**src/design/splr_regs.svh**
```systemverilog
// command codes, register map and field constants for the protection and learning registers
`ifndef SPLR_REGS_SVH
`define SPLR_REGS_SVH

// link command codes
`define SPLR_PASSWORD_READ_CMD         8'he7
`define SPLR_PASSWORD_PROGRAM_CMD      8'he8
`define SPLR_GENERIC_REGISTER_READ_CMD 8'h65
`define SPLR_LOCK_READ_CMD             8'ha7
`define SPLR_LOCK_WRITE_CMD            8'ha6
`define SPLR_PERSISTENT_READ_CMD       8'hfc
`define SPLR_PERSISTENT_READ_WIDE_CMD  8'he2
`define SPLR_PERSISTENT_PROGRAM_CMD    8'hfd
`define SPLR_PERSISTENT_PROG_WIDE_CMD  8'he3
`define SPLR_PERSISTENT_ERASE_CMD      8'he4
`define SPLR_DYNAMIC_READ_CMD          8'hfa
`define SPLR_DYNAMIC_READ_WIDE_CMD     8'he0
`define SPLR_DYNAMIC_WRITE_CMD         8'hfb
`define SPLR_DYNAMIC_WRITE_WIDE_CMD    8'he1
`define SPLR_NV_PATTERN_PROGRAM_CMD    8'h43
`define SPLR_VOL_PATTERN_WRITE_CMD     8'h4a
`define SPLR_PATTERN_READ_CMD          8'h41
`define SPLR_MODE_PROGRAM_CMD          8'h2f
`define SPLR_DDR_DUMMY_READ_CMD        8'hee

// protect-bit byte encodings, delivered states, sector field position and dummy edge count
`define SPLR_BYTE_PROTECTED            8'h00
`define SPLR_BYTE_UNPROTECTED          8'hff
`define SPLR_PASSWORD_RST              64'hffff_ffff_ffff_ffff
`define SPLR_MODE_RST                  2'b11
`define SPLR_NV_PATTERN_RST            8'h00
`define SPLR_DYNAMIC_RST               1'b1
`define SPLR_SECTOR_LSB                16
`define SPLR_DUMMY_EDGES               4'h8

// generic register read map (address low byte)
`define SPLR_GEN_PASSWORD_BASE         8'h00
`define SPLR_GEN_LOCK                  8'h08
`define SPLR_GEN_NV_PATTERN            8'h09
`define SPLR_GEN_VOL_PATTERN           8'h0a
`define SPLR_GEN_MODE                  8'h0b

// host controller apb map
`define SPLR_HOST_CTRL                 8'h00
`define SPLR_HOST_ADDR                 8'h04
`define SPLR_HOST_TX_LO                8'h08
`define SPLR_HOST_TX_HI                8'h0c
`define SPLR_HOST_RX_LO                8'h10
`define SPLR_HOST_RX_HI                8'h14
`define SPLR_HOST_STATUS               8'h18
`define SPLR_CTRL_CMD_LSB              0
`define SPLR_CTRL_NADDR_LSB            8
`define SPLR_CTRL_NTX_LSB              11
`define SPLR_CTRL_NRX_LSB              15
`define SPLR_CTRL_START_BIT            31
`define SPLR_STATUS_LEARN_LSB          8

`endif

```
**src/design/splr_pkg.sv**
```systemverilog
// shared types of the protection and learning register link
package splr_pkg;
  typedef enum logic [5:0] {
    SPLR_D_CMD   = 6'h01,
    SPLR_D_ADDR  = 6'h02,
    SPLR_D_DIN   = 6'h04,
    SPLR_D_DOUT  = 6'h08,
    SPLR_D_DUMMY = 6'h10,
    SPLR_D_SKIP  = 6'h20
  } splr_dev_state_t;

  typedef enum logic [3:0] {
    SPLR_H_IDLE  = 4'h1,
    SPLR_H_SHIFT = 4'h2,
    SPLR_H_DUMMY = 4'h4,
    SPLR_H_GAP   = 4'h8
  } splr_host_state_t;
endpackage

```
**src/design/splr_if.sv**
```systemverilog
// serial link between the flash register end and the host controller end
`timescale 1ns/100ps
interface splr_if;
  logic       cs_n;
  logic       sck;
  logic       mosi;
  logic       miso_o;
  logic       miso_oe_n;
  logic       miso;
  logic [3:0] dq_o;
  logic       dq_oe_n;
  logic [3:0] dq;

  // undriven lines read as pulled up
  assign miso = miso_oe_n ? 1'b1 : miso_o;
  assign dq   = dq_oe_n ? 4'hf : dq_o;

  modport device (input cs_n, input sck, input mosi,
                  output miso_o, output miso_oe_n, output dq_o, output dq_oe_n);
  modport host (output cs_n, output sck, output mosi, input miso, input dq);
endinterface

```
**src/design/splr_device.sv**
```systemverilog
// flash end: password store, lock, protect bits and learning pattern registers
//
// Design decisions made here: the serial frame decoder and the generic register read map.
`timescale 1ns/100ps
`include "splr_regs.svh"
module splr_device
  import splr_pkg::*;
#(
  parameter int NSECT = 128
) (
  // clock and resets (factory_rst_n models delivery of the non-volatile cells)
  input  wire logic                     pclk,
  input  wire logic                     presetn,
  input  wire logic                     factory_rst_n,
  // serial link
  splr_if.device                        lnk,
  // user side sector status
  input  wire logic [$clog2(NSECT)-1:0] query_sector,
  output logic                          query_protected
);
  localparam int SW = $clog2(NSECT);

  if (NSECT < 2 || NSECT > 256)
  begin : g_chk
    $error("NSECT must lie in 2..256");
  end

  logic [2:0]      sync1_reg;
  logic [2:0]      sync2_reg;
  logic [2:0]      sync3_reg;
  splr_dev_state_t state_reg;
  logic [2:0]      bit_reg;
  logic [2:0]      cnt_reg;
  logic [3:0]      dum_reg;
  logic [7:0]      cmd_reg;
  logic [6:0]      rx_reg;
  logic [31:0]     addr_reg;
  logic [7:0]      tx_reg;
  logic [63:0]     pass_reg;
  logic [1:0]      mode_reg;
  logic [NSECT-1:0] ppb_reg;
  logic [7:0]      nvp_reg;
  logic            nvp_done_reg;
  logic            lock_reg;
  logic [NSECT-1:0] dyb_reg;
  logic [7:0]      vol_reg;
  logic            init_reg;
  logic            miso_o_reg;
  logic            miso_oe_n_reg;
  logic [3:0]      dq_o_reg;
  logic            dq_oe_n_reg;
  logic            query_protected_reg;

  logic            cs_idle;
  logic            rise;
  logic            fall;
  logic            byte_done;
  logic [7:0]      byte_in;
  logic [31:0]     addr_full;
  logic [SW-1:0]   sect_full;
  logic [SW-1:0]   sect;
  logic [7:0]      resp;
  logic [2:0]      nad;

  // sync order: {cs_n, sck, mosi}; only sync2/sync3 feed logic
  always_ff @(posedge pclk or negedge presetn)
  begin
    if (!presetn)
    begin
      sync1_reg <= 3'h4;
      sync2_reg <= 3'h4;
      sync3_reg <= 3'h4;
    end
    else
    begin
      sync1_reg <= {lnk.cs_n, lnk.sck, lnk.mosi};
      sync2_reg <= sync1_reg;
      sync3_reg <= sync2_reg;
    end
  end

  assign cs_idle   = sync2_reg[2];
  assign rise      = !cs_idle && sync2_reg[1] && !sync3_reg[1];
  assign fall      = !cs_idle && !sync2_reg[1] && sync3_reg[1];
  assign byte_done = rise && bit_reg == 3'h7;
  assign byte_in   = {rx_reg, sync2_reg[0]};
  assign addr_full = {addr_reg[23:0], byte_in};
  assign sect_full = addr_full[`SPLR_SECTOR_LSB +: SW];
  assign sect      = addr_reg[`SPLR_SECTOR_LSB +: SW];

  function automatic logic [2:0] addr_bytes(input logic [7:0] c);
    case (c)
      `SPLR_PERSISTENT_READ_WIDE_CMD, `SPLR_PERSISTENT_PROG_WIDE_CMD,
      `SPLR_DYNAMIC_READ_WIDE_CMD, `SPLR_DYNAMIC_WRITE_WIDE_CMD: addr_bytes = 3'h4;
      `SPLR_PERSISTENT_READ_CMD, `SPLR_PERSISTENT_PROGRAM_CMD,
      `SPLR_DYNAMIC_READ_CMD, `SPLR_DYNAMIC_WRITE_CMD,
      `SPLR_GENERIC_REGISTER_READ_CMD: addr_bytes = 3'h3;
      default: addr_bytes = 3'h0;
    endcase
  endfunction

  // generic register view; the password is hidden once password mode is locked in
  function automatic logic [7:0] reg_byte(input logic [7:0] a);
    if (a[7:3] == 5'h00)
      reg_byte = mode_reg[1] ? pass_reg[{a[2:0], 3'h0} +: 8] : 8'hff;
    else if (a == `SPLR_GEN_LOCK)
      reg_byte = {7'h00, lock_reg};
    else if (a == `SPLR_GEN_NV_PATTERN)
      reg_byte = nvp_reg;
    else if (a == `SPLR_GEN_VOL_PATTERN)
      reg_byte = vol_reg;
    else if (a == `SPLR_GEN_MODE)
      reg_byte = {5'h1f, mode_reg, 1'b1};
    else
      reg_byte = 8'hff;
  endfunction

  assign nad = addr_bytes(cmd_reg);

  always_comb
  begin
    case (cmd_reg)
      `SPLR_PASSWORD_READ_CMD: resp = reg_byte({5'h00, cnt_reg});
      `SPLR_GENERIC_REGISTER_READ_CMD: resp = reg_byte(addr_reg[7:0] + {5'h00, cnt_reg});
      `SPLR_LOCK_READ_CMD: resp = reg_byte(`SPLR_GEN_LOCK);
      `SPLR_PERSISTENT_READ_CMD, `SPLR_PERSISTENT_READ_WIDE_CMD:
        resp = ppb_reg[sect] ? `SPLR_BYTE_UNPROTECTED : `SPLR_BYTE_PROTECTED;
      `SPLR_DYNAMIC_READ_CMD, `SPLR_DYNAMIC_READ_WIDE_CMD:
        resp = dyb_reg[sect] ? `SPLR_BYTE_UNPROTECTED : `SPLR_BYTE_PROTECTED;
      `SPLR_PATTERN_READ_CMD: resp = vol_reg;
      default: resp = 8'hff;
    endcase
  end

  // frame decoder: commands act on the completing byte
  always_ff @(posedge pclk or negedge presetn)
  begin
    if (!presetn)
    begin
      state_reg <= SPLR_D_CMD;
      bit_reg   <= 3'h0;
      cnt_reg   <= 3'h0;
      dum_reg   <= 4'h0;
      cmd_reg   <= 8'h00;
      rx_reg    <= 7'h00;
      addr_reg  <= 32'h0000_0000;
    end
    else if (cs_idle)
    begin
      state_reg <= SPLR_D_CMD;
      bit_reg   <= 3'h0;
      cnt_reg   <= 3'h0;
      dum_reg   <= 4'h0;
    end
    else
    begin
      if (rise)
      begin
        bit_reg <= bit_reg + 3'h1;
        rx_reg  <= byte_in[6:0];
      end
      if (state_reg == SPLR_D_DUMMY && (rise || fall) && dum_reg != `SPLR_DUMMY_EDGES)
        dum_reg <= dum_reg + 4'h1;
      if (byte_done)
      begin
        cnt_reg <= cnt_reg + 3'h1;
        unique case (state_reg)
          SPLR_D_CMD:
          begin
            cmd_reg <= byte_in;
            cnt_reg <= 3'h0;
            if (addr_bytes(byte_in) != 3'h0)
              state_reg <= SPLR_D_ADDR;
            else
            begin
              case (byte_in)
                `SPLR_PASSWORD_READ_CMD, `SPLR_LOCK_READ_CMD,
                `SPLR_PATTERN_READ_CMD: state_reg <= SPLR_D_DOUT;
                `SPLR_PASSWORD_PROGRAM_CMD, `SPLR_NV_PATTERN_PROGRAM_CMD,
                `SPLR_VOL_PATTERN_WRITE_CMD,
                `SPLR_MODE_PROGRAM_CMD: state_reg <= SPLR_D_DIN;
                `SPLR_DDR_DUMMY_READ_CMD: state_reg <= SPLR_D_DUMMY;
                default: state_reg <= SPLR_D_SKIP;
              endcase
            end
          end
          SPLR_D_ADDR:
          begin
            addr_reg <= addr_full;
            if (cnt_reg + 3'h1 == nad)
            begin
              cnt_reg <= 3'h0;
              case (cmd_reg)
                `SPLR_DYNAMIC_WRITE_CMD, `SPLR_DYNAMIC_WRITE_WIDE_CMD: state_reg <= SPLR_D_DIN;
                `SPLR_PERSISTENT_PROGRAM_CMD,
                `SPLR_PERSISTENT_PROG_WIDE_CMD: state_reg <= SPLR_D_SKIP;
                default: state_reg <= SPLR_D_DOUT;
              endcase
            end
          end
          SPLR_D_DIN:
            if (cmd_reg != `SPLR_PASSWORD_PROGRAM_CMD || cnt_reg == 3'h7)
              state_reg <= SPLR_D_SKIP;
          SPLR_D_DOUT, SPLR_D_DUMMY, SPLR_D_SKIP: ;
        endcase
      end
    end
  end

  // non-volatile cells survive presetn; only factory_rst_n restores delivery state
  always_ff @(posedge pclk or negedge factory_rst_n)
  begin
    if (!factory_rst_n)
    begin
      pass_reg     <= `SPLR_PASSWORD_RST;
      mode_reg     <= `SPLR_MODE_RST;
      ppb_reg      <= {NSECT{1'b1}};
      nvp_reg      <= `SPLR_NV_PATTERN_RST;
      nvp_done_reg <= 1'b0;
    end
    else if (byte_done)
    begin
      if (state_reg == SPLR_D_CMD && byte_in == `SPLR_PERSISTENT_ERASE_CMD && lock_reg)
        ppb_reg <= {NSECT{1'b1}};
      if (state_reg == SPLR_D_ADDR && cnt_reg + 3'h1 == nad && lock_reg &&
          (cmd_reg == `SPLR_PERSISTENT_PROGRAM_CMD ||
           cmd_reg == `SPLR_PERSISTENT_PROG_WIDE_CMD))
        ppb_reg[sect_full] <= 1'b0;
      if (state_reg == SPLR_D_DIN)
      begin
        // otp cells can only clear; closed once a protection mode is chosen
        if (cmd_reg == `SPLR_PASSWORD_PROGRAM_CMD && mode_reg == 2'b11)
          pass_reg[{cnt_reg, 3'h0} +: 8] <= pass_reg[{cnt_reg, 3'h0} +: 8] & byte_in;
        if (cmd_reg == `SPLR_NV_PATTERN_PROGRAM_CMD && !nvp_done_reg)
        begin
          nvp_reg      <= byte_in;
          nvp_done_reg <= 1'b1;
        end
        if (cmd_reg == `SPLR_MODE_PROGRAM_CMD && mode_reg == 2'b11 && byte_in[2:1] != 2'b00)
          mode_reg <= byte_in[2:1];
      end
    end
  end

  // volatile state: lock and pattern reload happen one clock after presetn release
  always_ff @(posedge pclk or negedge presetn)
  begin
    if (!presetn)
    begin
      init_reg <= 1'b0;
      lock_reg <= 1'b0;
      dyb_reg  <= {NSECT{`SPLR_DYNAMIC_RST}};
      vol_reg  <= 8'h00;
    end
    else if (!init_reg)
    begin
      init_reg <= 1'b1;
      lock_reg <= mode_reg[1];
      vol_reg  <= nvp_reg;
    end
    else if (byte_done)
    begin
      if (state_reg == SPLR_D_CMD && byte_in == `SPLR_LOCK_WRITE_CMD)
        lock_reg <= 1'b0;
      if (state_reg == SPLR_D_DIN)
      begin
        if (cmd_reg == `SPLR_DYNAMIC_WRITE_CMD || cmd_reg == `SPLR_DYNAMIC_WRITE_WIDE_CMD)
        begin
          if (byte_in == `SPLR_BYTE_PROTECTED)
            dyb_reg[sect] <= 1'b0;
          else if (byte_in == `SPLR_BYTE_UNPROTECTED)
            dyb_reg[sect] <= 1'b1;
        end
        if (cmd_reg == `SPLR_VOL_PATTERN_WRITE_CMD ||
            (cmd_reg == `SPLR_NV_PATTERN_PROGRAM_CMD && !nvp_done_reg))
          vol_reg <= byte_in;
      end
    end
  end

  // pin drivers: miso changes on sck fall, a nonzero pattern on the first eight edges of the dummy phase, then released
  always_ff @(posedge pclk or negedge presetn)
  begin
    if (!presetn)
    begin
      miso_o_reg          <= 1'b1;
      miso_oe_n_reg       <= 1'b1;
      dq_o_reg            <= 4'hf;
      dq_oe_n_reg         <= 1'b1;
      query_protected_reg <= 1'b0;
    end
    else
    begin
      query_protected_reg <= !ppb_reg[query_sector] || !dyb_reg[query_sector];
      if (cs_idle)
      begin
        miso_oe_n_reg <= 1'b1;
        dq_oe_n_reg   <= 1'b1;
      end
      else if (state_reg == SPLR_D_DOUT && fall)
      begin
        miso_oe_n_reg <= 1'b0;
        if (bit_reg == 3'h0)
        begin
          tx_reg     <= resp;
          miso_o_reg <= resp[7];
        end
        else
          miso_o_reg <= tx_reg[3'h7 - bit_reg];
      end
      else if (state_reg == SPLR_D_DUMMY && (rise || fall))
      begin
        if (dum_reg == `SPLR_DUMMY_EDGES)
          dq_oe_n_reg <= 1'b1;
        else
        begin
          dq_o_reg    <= {4{vol_reg[3'h7 - dum_reg[2:0]]}};
          dq_oe_n_reg <= vol_reg == 8'h00;
        end
      end
    end
  end

  assign lnk.miso_o    = miso_o_reg;
  assign lnk.miso_oe_n = miso_oe_n_reg;
  assign lnk.dq_o      = dq_o_reg;
  assign lnk.dq_oe_n   = dq_oe_n_reg;
  assign query_protected = query_protected_reg;
endmodule

```
**src/flat_wrapper.sv**
```systemverilog
// flat-port wrapper written by rule: the top's interface ports become plain ports
module splr_device_flat import splr_pkg::*;
#(
  parameter int NSECT = 128
)
  (pclk, presetn, factory_rst_n, query_sector, query_protected, lnk_cs_n, lnk_sck, lnk_mosi, lnk_miso_o, lnk_miso_oe_n, lnk_dq_o, lnk_dq_oe_n);
  splr_if lnk_i ();
  input  wire logic pclk;
  input  wire logic presetn;
  input  wire logic factory_rst_n;
  input  wire logic [$clog2(NSECT)-1:0] query_sector;
  output logic query_protected;
  input wire logic [$bits(lnk_i.cs_n)-1:0] lnk_cs_n;
  input wire logic [$bits(lnk_i.sck)-1:0] lnk_sck;
  input wire logic [$bits(lnk_i.mosi)-1:0] lnk_mosi;
  output wire logic [$bits(lnk_i.miso_o)-1:0] lnk_miso_o;
  output wire logic [$bits(lnk_i.miso_oe_n)-1:0] lnk_miso_oe_n;
  output wire logic [$bits(lnk_i.dq_o)-1:0] lnk_dq_o;
  output wire logic [$bits(lnk_i.dq_oe_n)-1:0] lnk_dq_oe_n;
  assign lnk_i.cs_n = lnk_cs_n;
  assign lnk_i.sck = lnk_sck;
  assign lnk_i.mosi = lnk_mosi;
  assign lnk_miso_o = lnk_i.miso_o;
  assign lnk_miso_oe_n = lnk_i.miso_oe_n;
  assign lnk_dq_o = lnk_i.dq_o;
  assign lnk_dq_oe_n = lnk_i.dq_oe_n;
  splr_device #(.NSECT(NSECT)) u_core (.pclk(pclk), .presetn(presetn), .factory_rst_n(factory_rst_n), .lnk(lnk_i), .query_sector(query_sector), .query_protected(query_protected));
endmodule
```
**config.mk**
```make
export PLATFORM = sky130hd
export DESIGN_NAME = splr_device_flat
export DESIGN_NICKNAME = d
export VERILOG_FILES = /design/src/design/splr_pkg.sv /design/src/design/splr_if.sv /design/src/design/splr_device.sv /design/src/flat_wrapper.sv
export VERILOG_INCLUDE_DIRS = /design/src /design/src/design
export SDC_FILE = /design/constraint.sdc
export NUM_CORES = 1
export LEC_CHECK = 0
export BUFFER_PORTS_ARGS = -buffer_cell sky130_fd_sc_hd__buf_4
export CORE_MARGIN = 5
export CORE_UTILIZATION = 60
export CTS_CLUSTER_SIZE = 30
export DETAILED_ROUTE_END_ITERATION = 8
export MAX_ROUTING_LAYER = met4
export PLACE_DENSITY = 0.74
export SETUP_SLACK_MARGIN = 0.2
export SYNTH_ARGS = -nofsm -noshare
export SYNTH_HDL_FRONTEND = slang
export SYNTH_SLANG_ARGS = --single-unit
```
**constraint.sdc**
```tcl
create_clock -name pclk -period 4.5 [get_ports pclk]
set_clock_uncertainty 0.05 [all_clocks]
set_input_delay 0.675 -clock pclk [delete_from_list [all_inputs] [get_ports pclk]]
set_output_delay 0.675 -clock pclk [all_outputs]
set_load 0.01 [all_outputs]
```
==> summary.txt, run 1 <==
Layout
  • Final core utilization: 66.46%
  • Layout cell share with drive strength beyond 1: 28.61%
  • Commonest non-fill, non-tap cell in the layout: dfstp_2
  • Fin nets: 2299
  • Most frequent cells in the layout: 329 x dfstp_2, 282 x nand2_1, 243 x o21ai_0, 220 x nor2_1, 195 x a21oi_1
  • Non-Filler Instances: 2822
  • Area growth, synth to finish: 9.286%
  • Fill cells: ~3000

Synth
  • EDFF count, synth: 8
  • Adder-cell share of the synthesized area: 0.7428%
  • Post-Synth Simple-Gate Area: about 15%
  • Mapped Area: 22910 um2
  • Number of synthesized register bits: 414
  • Compound-cell area share of the yosys netlist: 19.72%
  • Syn Nets: 2367
  • Post-synthesis sequential area ratio: 47.20%
  • Post-synthesis cell type count: 86
  • Async SR Flop Fraction: 98.07%
  • Mux share of post-synthesis cell area: between 10% and 20%
  • Synth warnings: 0
  • XOR/XNOR Fraction of Synth Area: less than 1%
  • Mapped Avg Cell Area: 9.785 um2
  • Largest family of logic cells by synthesized area: compound AO/OA/AOI/OAI gates
  • Prevailing post-synth register cell: dfstp_2
  • Cells after Synth: between 2000 and 2500

Pwr
  • Cell Pwr Density: 327.9 nW/um2
  • Pint: 6.216 mW
  • Leakage: 8.996 nW
  • Sw power: ~2.0 mW
  • Net Sw Frac: 24.28%
  • Seq pwr share: between 40% and 50%
  • Clock Power Share: a little under half
  • VDD IR max: 0.3129 mV
  • Logic pwr share: 4.5%
  • Total power: approximately 8.2 mW

Place
  • HPWL reported at the end of detailed placement: around 50000 um
  • Routability cong.: 1.041
  • # port buffers: 20
  • Placed cell count: between 2000 and 3000

Worst setup path
  • Worst r2r src: u_core.addr_reg[18]$_DFFE_PN0P_
  • Worst r2r dst: u_core.tx_reg[0]$_SDFFCE_PP1P_
  • Reg2Reg Depth: 9
  • Crit path launch type: register
  • Worst EP arrival: 4.77 ns
  • Required time worst endpoint: 4.89 ns
  • R2r setup slk: 0.13 ns
  • Critical path type: register to register
  • Critical Path Sink Type: register
  • Critical path peak fanout: 35

Detailed routing
  • Vias per std cell: slightly below 7
  • First drt pass iteration count: 9
  • Top Metal Used: met4
  • DRC errors left: 0
  • Wire length on met2: 34250 um
  • Final WL: about 74000 um
  • Routed len/inst: 26.15 um
  • Final ANT Viol Nets: 0
  • Met1 WL: approximately 28000 um
  • DR WL met3: 6476 um
  • Vias: 19230
  • Iter 0 DRT Violations: roughly 2500

CTS
  • Total setup buffers inserted after CTS: 0
  • H-tree depth: 2
  • Clk sink count: 414
  • CTS tree: built
  • Root buffer cell: clkbuf_16
  • CTS buffer count: 46
  • Skew-Pair Late Insertion Delay: 0.59 ns
  • Clock buffer depth: 3
  • Reg clk slew, reported paths: 0.06 ns

STA
  • Endpoints failing hold: 0
  • RSZ-0062 raised after global routing: false
  • Min Tclk post-route: 4.375 ns
  • Final Max Slew Viols: 0
  • Fin crit share: 97.22%
  • Worst-margin pin slew: roughly 1.4 ns
  • Setup-failing EPs final: 0
  • Fmax: around 230 MHz
  • Setup tns final: 0 ns
  • Max-slew headroom: 9.879%
  • Final hold slack: 0.1472 ns

Floorplan
  • Row count: between 70 and 80
  • Overall die height: 205.4 um
  • Ports: 21
  • Chip width: 205.4 um
  • Die area: 42190 um2
  • Starting Density: 60.82%
  • Core Box Area: roughly 38000 um2

Hold path
  • Hold Crit Endpoint: u_core.sync1_reg[0]$_DFF_PN0_
  • Hold Startpoint: lnk_mosi
  • Worst hold path class: input port to register
  • Cell count of the worst hold path: 1

GRT
  • Initial antenna violation count: 0
  • Vias in the first global route: 18910
  • Largest net degree at the start of global routing: 124
  • Grt ovf: 0
  • First-pass GRT wire length: around 110000 um
  • Total GRT Usage: 36.16%

Job
  • Max-cap viol count: 0

Run status
  • Outcome: complete, no violations
-- logic make-up after synthesis --
| family | count (synthesis) |
|---|---|
| xor gates and xnor gates | 11 |
| AOI/OAI and AO/OA | 736 |
| buffers and inverters | 236 |
| adders and majority gates | 13 |
| muxes | 202 |
| DFF | 414 |
| other | 1 |
| and+or+nand+nor | 728 |
-- final cells by class --
class | instances | area (um2) | area share, %
well taps | 511 | 639.4 | 2.554
repair buffers | 83 | 695.7 | 2.779
clock buffers | 63 | 1297 | 5.183
clock inverters | 22 | 261.5 | 1.045
diodes | 1 | 2.502 | 0.009996
flip-flops and latches | 414 | 10820 | 43.21
inverters | 37 | 138.9 | 0.5548
multi-input cells | 1691 | 11180 | 44.66
-- metal layers --
layer | track usage (%) | vias up
met3 | 7.455 | 327
met5 | - | -
met4 | 18.44 | 0
met2 | 55.71 | 1076
met1 | 45.73 | 9417
li1 | - | 8406
-- critical path, cell delays in order (launching register included) --
cell	delay, ns
dfrtp_2	0.89
nor2b_1	1.01
a22oi_1	0.22
o221a_2	0.29
a221oi_1	0.31
nor4_1	0.11
o311ai_0	0.86
a21oi_1	0.17
buf_4	0.21
nand4b_1	0.09
-- through the flow --
stage | setup slack (ns) | instance area, um2
after CTS | 0.3442 | 25030
after global routing | 0.2264 | 25030
after detailed placement | 0.3909 | 23460
after floorplan | 0.7850 | 22910
after global placement | 0.1307 | 23430
final | 0.1250 | 25030
-- worst max path at each step --
stage,depth (start not counted),start,to
2_1_floorplan,9,u_core.cnt_reg[1]$_DFFE_PN0N_,u_core.tx_reg[1]$_SDFFCE_PP1P_
3_3_place_gp,9,u_core.addr_reg[18]$_DFFE_PN0P_,u_core.tx_reg[0]$_SDFFCE_PP1P_
3_5_place_dp,9,u_core.addr_reg[18]$_DFFE_PN0P_,u_core.tx_reg[0]$_SDFFCE_PP1P_
4_1_cts,9,u_core.addr_reg[18]$_DFFE_PN0P_,u_core.tx_reg[0]$_SDFFCE_PP1P_
5_1_grt,9,u_core.addr_reg[18]$_DFFE_PN0P_,u_core.tx_reg[0]$_SDFFCE_PP1P_
6_report,9,u_core.addr_reg[18]$_DFFE_PN0P_,u_core.tx_reg[0]$_SDFFCE_PP1P_
-- what timing repair did --
action                     CTS  global route
setup endpoints to repair    0             3
hold endpoints to repair    20             0
resized for setup            0             1
hold buffers                 1             0
-- cell usage after synthesis, types with 20 or more instances --
library cell | count | area [um2]
nand3_1 | 53 | 265.3
o31ai_1 | 98 | 735.7
nor2b_1 | 21 | 131.4
nor2_1 | 221 | 829.6
a21oi_1 | 195 | 975.9
a221oi_1 | 29 | 254.0
nand2_1 | 282 | 1059
nor3_1 | 20 | 100.1
dfstp_2 | 329 | 8645
buf_1 | 28 | 105.1
o21ai_0 | 243 | 1216
nand2b_1 | 22 | 137.6
dfrtp_1 | 77 | 1927
inv_1 | 34 | 127.6
mux2i_1 | 77 | 770.7
clkbuf_1 | 149 | 559.3
mux4_2 | 68 | 1531
mux2_2 | 57 | 641.9
a22oi_1 | 26 | 195.2
-- power by group through the flow --
stage / clock network (mW) / registers (mW) / logic (mW)
after floorplan: 0 / 3.87 / 0.248
after global placement: 0 / 3.97 / 0.358
after detailed placement: 0 / 3.98 / 0.368
after CTS: 3.96 / 3.92 / 0.369
after global routing: 4.11 / 3.93 / 0.408
final: 3.92 / 3.92 / 0.371
No activity file was read; power rests on OpenSTA's default activity.
==> inputs of run 2 (changes only) <==
--- a/config.mk
+++ b/config.mk
@@ -12,7 +12,7 @@
 export CTS_CLUSTER_SIZE = 30
 export DETAILED_ROUTE_END_ITERATION = 8
 export MAX_ROUTING_LAYER = met4
-export PLACE_DENSITY = 0.74
+export PLACE_DENSITY = 0.72
 export SETUP_SLACK_MARGIN = 0.2
 export SYNTH_ARGS = -nofsm -noshare
 export SYNTH_HDL_FRONTEND = slang
==> summary.txt, run 2 (synthesis gave the netlist of run 1 again) <==
Layout
  • Most frequent cells in the layout: 329 x dfstp_2, 282 x nand2_1, 243 x o21ai_0, 221 x nor2_1, 195 x a21oi_1
  • Commonest non-fill, non-tap cell in the layout: dfstp_2
  • Area growth, synth to finish: 9.138%
  • Layout cell share with drive strength beyond 1: roughly 29%
  • Fin nets: ~2300

Place
  • # port buffers: 20
  • HPWL reported at the end of detailed placement: 51410 um
  • Routability cong.: 1.020

Detailed routing
  • Routed len/inst: 26.61 um
  • Vias per std cell: 6.841
  • Vias: 19330
  • Final WL: 75190 um
  • Iter 0 DRT Violations: 2405
  • First drt pass iteration count: 6
  • DRC errors left: 0
  • Final ANT Viol Nets: 0

STA
  • Setup tns final: 0 ns
  • Final Max Slew Viols: 0
  • Max-slew headroom: 16.37%
  • Fmax: about 240 MHz
  • Min Tclk post-route: 4.086 ns
  • Endpoints failing hold: 0
  • Fin crit share: 90.81%
  • Setup-failing EPs final: 0
  • Worst-margin pin slew: 1.254 ns
  • Final hold slack: 0.03220 ns
  • RSZ-0062 raised after global routing: false

CTS
  • H-tree depth: 2
  • Clock buffer depth: 3
  • Clk sink count: around 410
  • Reg clk slew, reported paths: approximately 0.07 ns
  • CTS tree: built
  • Skew-Pair Late Insertion Delay: 0.59 ns
  • Hold_buf cts: 0
  • CTS buffer count: 45
  • Post-cts resize count: 0
  • Total setup buffers inserted after CTS: 0
  • Root buffer cell: clkbuf_16

GRT
  • Total GRT Usage: 36.62%
  • Largest net degree at the start of global routing: 106
  • Initial antenna violation count: 1
  • Grt ovf: 0
  • First-pass GRT wire length: 114600 um
  • Vias in the first global route: 18820

Run status
  • Outcome: complete, no violations

Worst setup path
  • R2r setup slk: about 0.41 ns
  • Required time worst endpoint: 4.75 ns
  • Cell seen most often among critical-path stages: buf_4
  • CP max-delay cell: nor2b_1
  • Worst Path Buf+Inv: 2
  • Worst r2r src: u_core.addr_reg[18]$_DFFE_PN0P_
  • CP max stage delay: approximately 0.80 ns
  • Reg2Reg Depth: 9
  • Worst r2r dst: u_core.tx_reg[1]$_SDFFCE_PP1P_
  • Critical path peak fanout: 22
  • Critical Path Sink Type: register
  • Worst EP arrival: 4.33 ns
  • Critical path type: register to register
  • Delay-heaviest family, CP: compound AO/OA/AOI/OAI gates
  • Crit path launch type: register
  • Crit path cell chain: buf_4 > nor2b_1 > a22oi_1 > a31oi_1 > and3_1 > o311ai_0 > buf_4 > a21oi_1 > nand3_1

Pwr
  • Leakage: 9.016 nW
  • Cell Pwr Density: 324.9 nW/um2
  • Seq pwr share: approximately 48%
  • Net Sw Frac: 24.07%
  • Sw power: 1.955 mW
  • Clock Power Share: 47.1%
  • Pint: approximately 6.2 mW
  • VDD IR max: 0.3504 mV
  • Logic pwr share: 5.4%

Floorplan
  • Starting Density: 60.82%
  • Overall die height: 205.4 um
  • Die area: 42190 um2
  • Core Box Area: about 38000 um2
  • Row count: 71
  • Chip width: 205.4 um
  • Ports: 21

Job
  • Max-cap viol count: 0

Hold path
  • Worst hold path class: input port to async pin
## run 2: worst register-to-register path, cell delays in order, from the launching register on
cell      delay [ns]
dfrtp_2         0.61
buf_4           0.39
nor2b_1         0.80
a22oi_1         0.22
a31oi_1         0.29
and3_1          0.28
o311ai_0        0.23
buf_4           0.21
a21oi_1         0.55
nand3_1         0.18
## run 2: routing by layer
layer / wire length (um) / GRT usage (%) / vias up
met5: 0 / - / -
met4: 4855 / 18.97 / 0
met3: 6102 / 6.383 / 320
met2: 35320 / 57.08 / 1118
met1: 28910 / 46.36 / 9486
li1: - / - / 8410
## run 2: how the worst max path moves through the flow
stage,start,cells after the start,to
floorplan,u_core.cnt_reg[1]$_DFFE_PN0N_,9,u_core.tx_reg[1]$_SDFFCE_PP1P_
global placement,u_core.addr_reg[18]$_DFFE_PN0P_,9,u_core.tx_reg[0]$_SDFFCE_PP1P_
detailed placement,u_core.addr_reg[18]$_DFFE_PN0P_,9,u_core.tx_reg[1]$_SDFFCE_PP1P_
CTS,u_core.addr_reg[18]$_DFFE_PN0P_,9,u_core.tx_reg[1]$_SDFFCE_PP1P_
global route,u_core.addr_reg[18]$_DFFE_PN0P_,9,u_core.tx_reg[1]$_SDFFCE_PP1P_
finish,u_core.addr_reg[18]$_DFFE_PN0P_,9,u_core.tx_reg[1]$_SDFFCE_PP1P_
## run 2: cell type report
type,count,area (um2)
diodes,1,2.502
multi-input cells,1691,11180
flip-flops and latches,414,10820
clock inverters,14,183.9
clock buffers,67,1319
fillers,3032,12670
repair buffers,91,720.7
well taps,511,639.4
inverters,37,138.9
## run 2: per-stage QoR
step / area [um2] / power [mW] / worst slack, ns / utilization (%) / instances
2_1_floorplan: 22910 / 4.123 / 0.7850 / - / 2341
3_3_place_gp: 23500 / 4.345 / 0.5680 / 62.38 / 2744
3_5_place_dp: 23500 / 4.353 / 0.5987 / 62.38 / 2744
4_1_cts: 25000 / 8.152 / 0.5755 / 66.37 / 2825
5_1_grt: 25000 / 8.351 / 0.2602 / 66.37 / 2826
6_report: 25000 / 8.122 / 0.4136 / 66.37 / 2826
## run 2: power by group through the flow
stage	logic (mW)	clock network, mW	registers (mW)
after floorplan	0.248	0	3.87
final	0.436	3.82	3.86
after global routing	0.475	4.01	3.87
after global placement	0.427	0	3.92
after CTS	0.437	3.85	3.86
after detailed placement	0.435	0	3.92
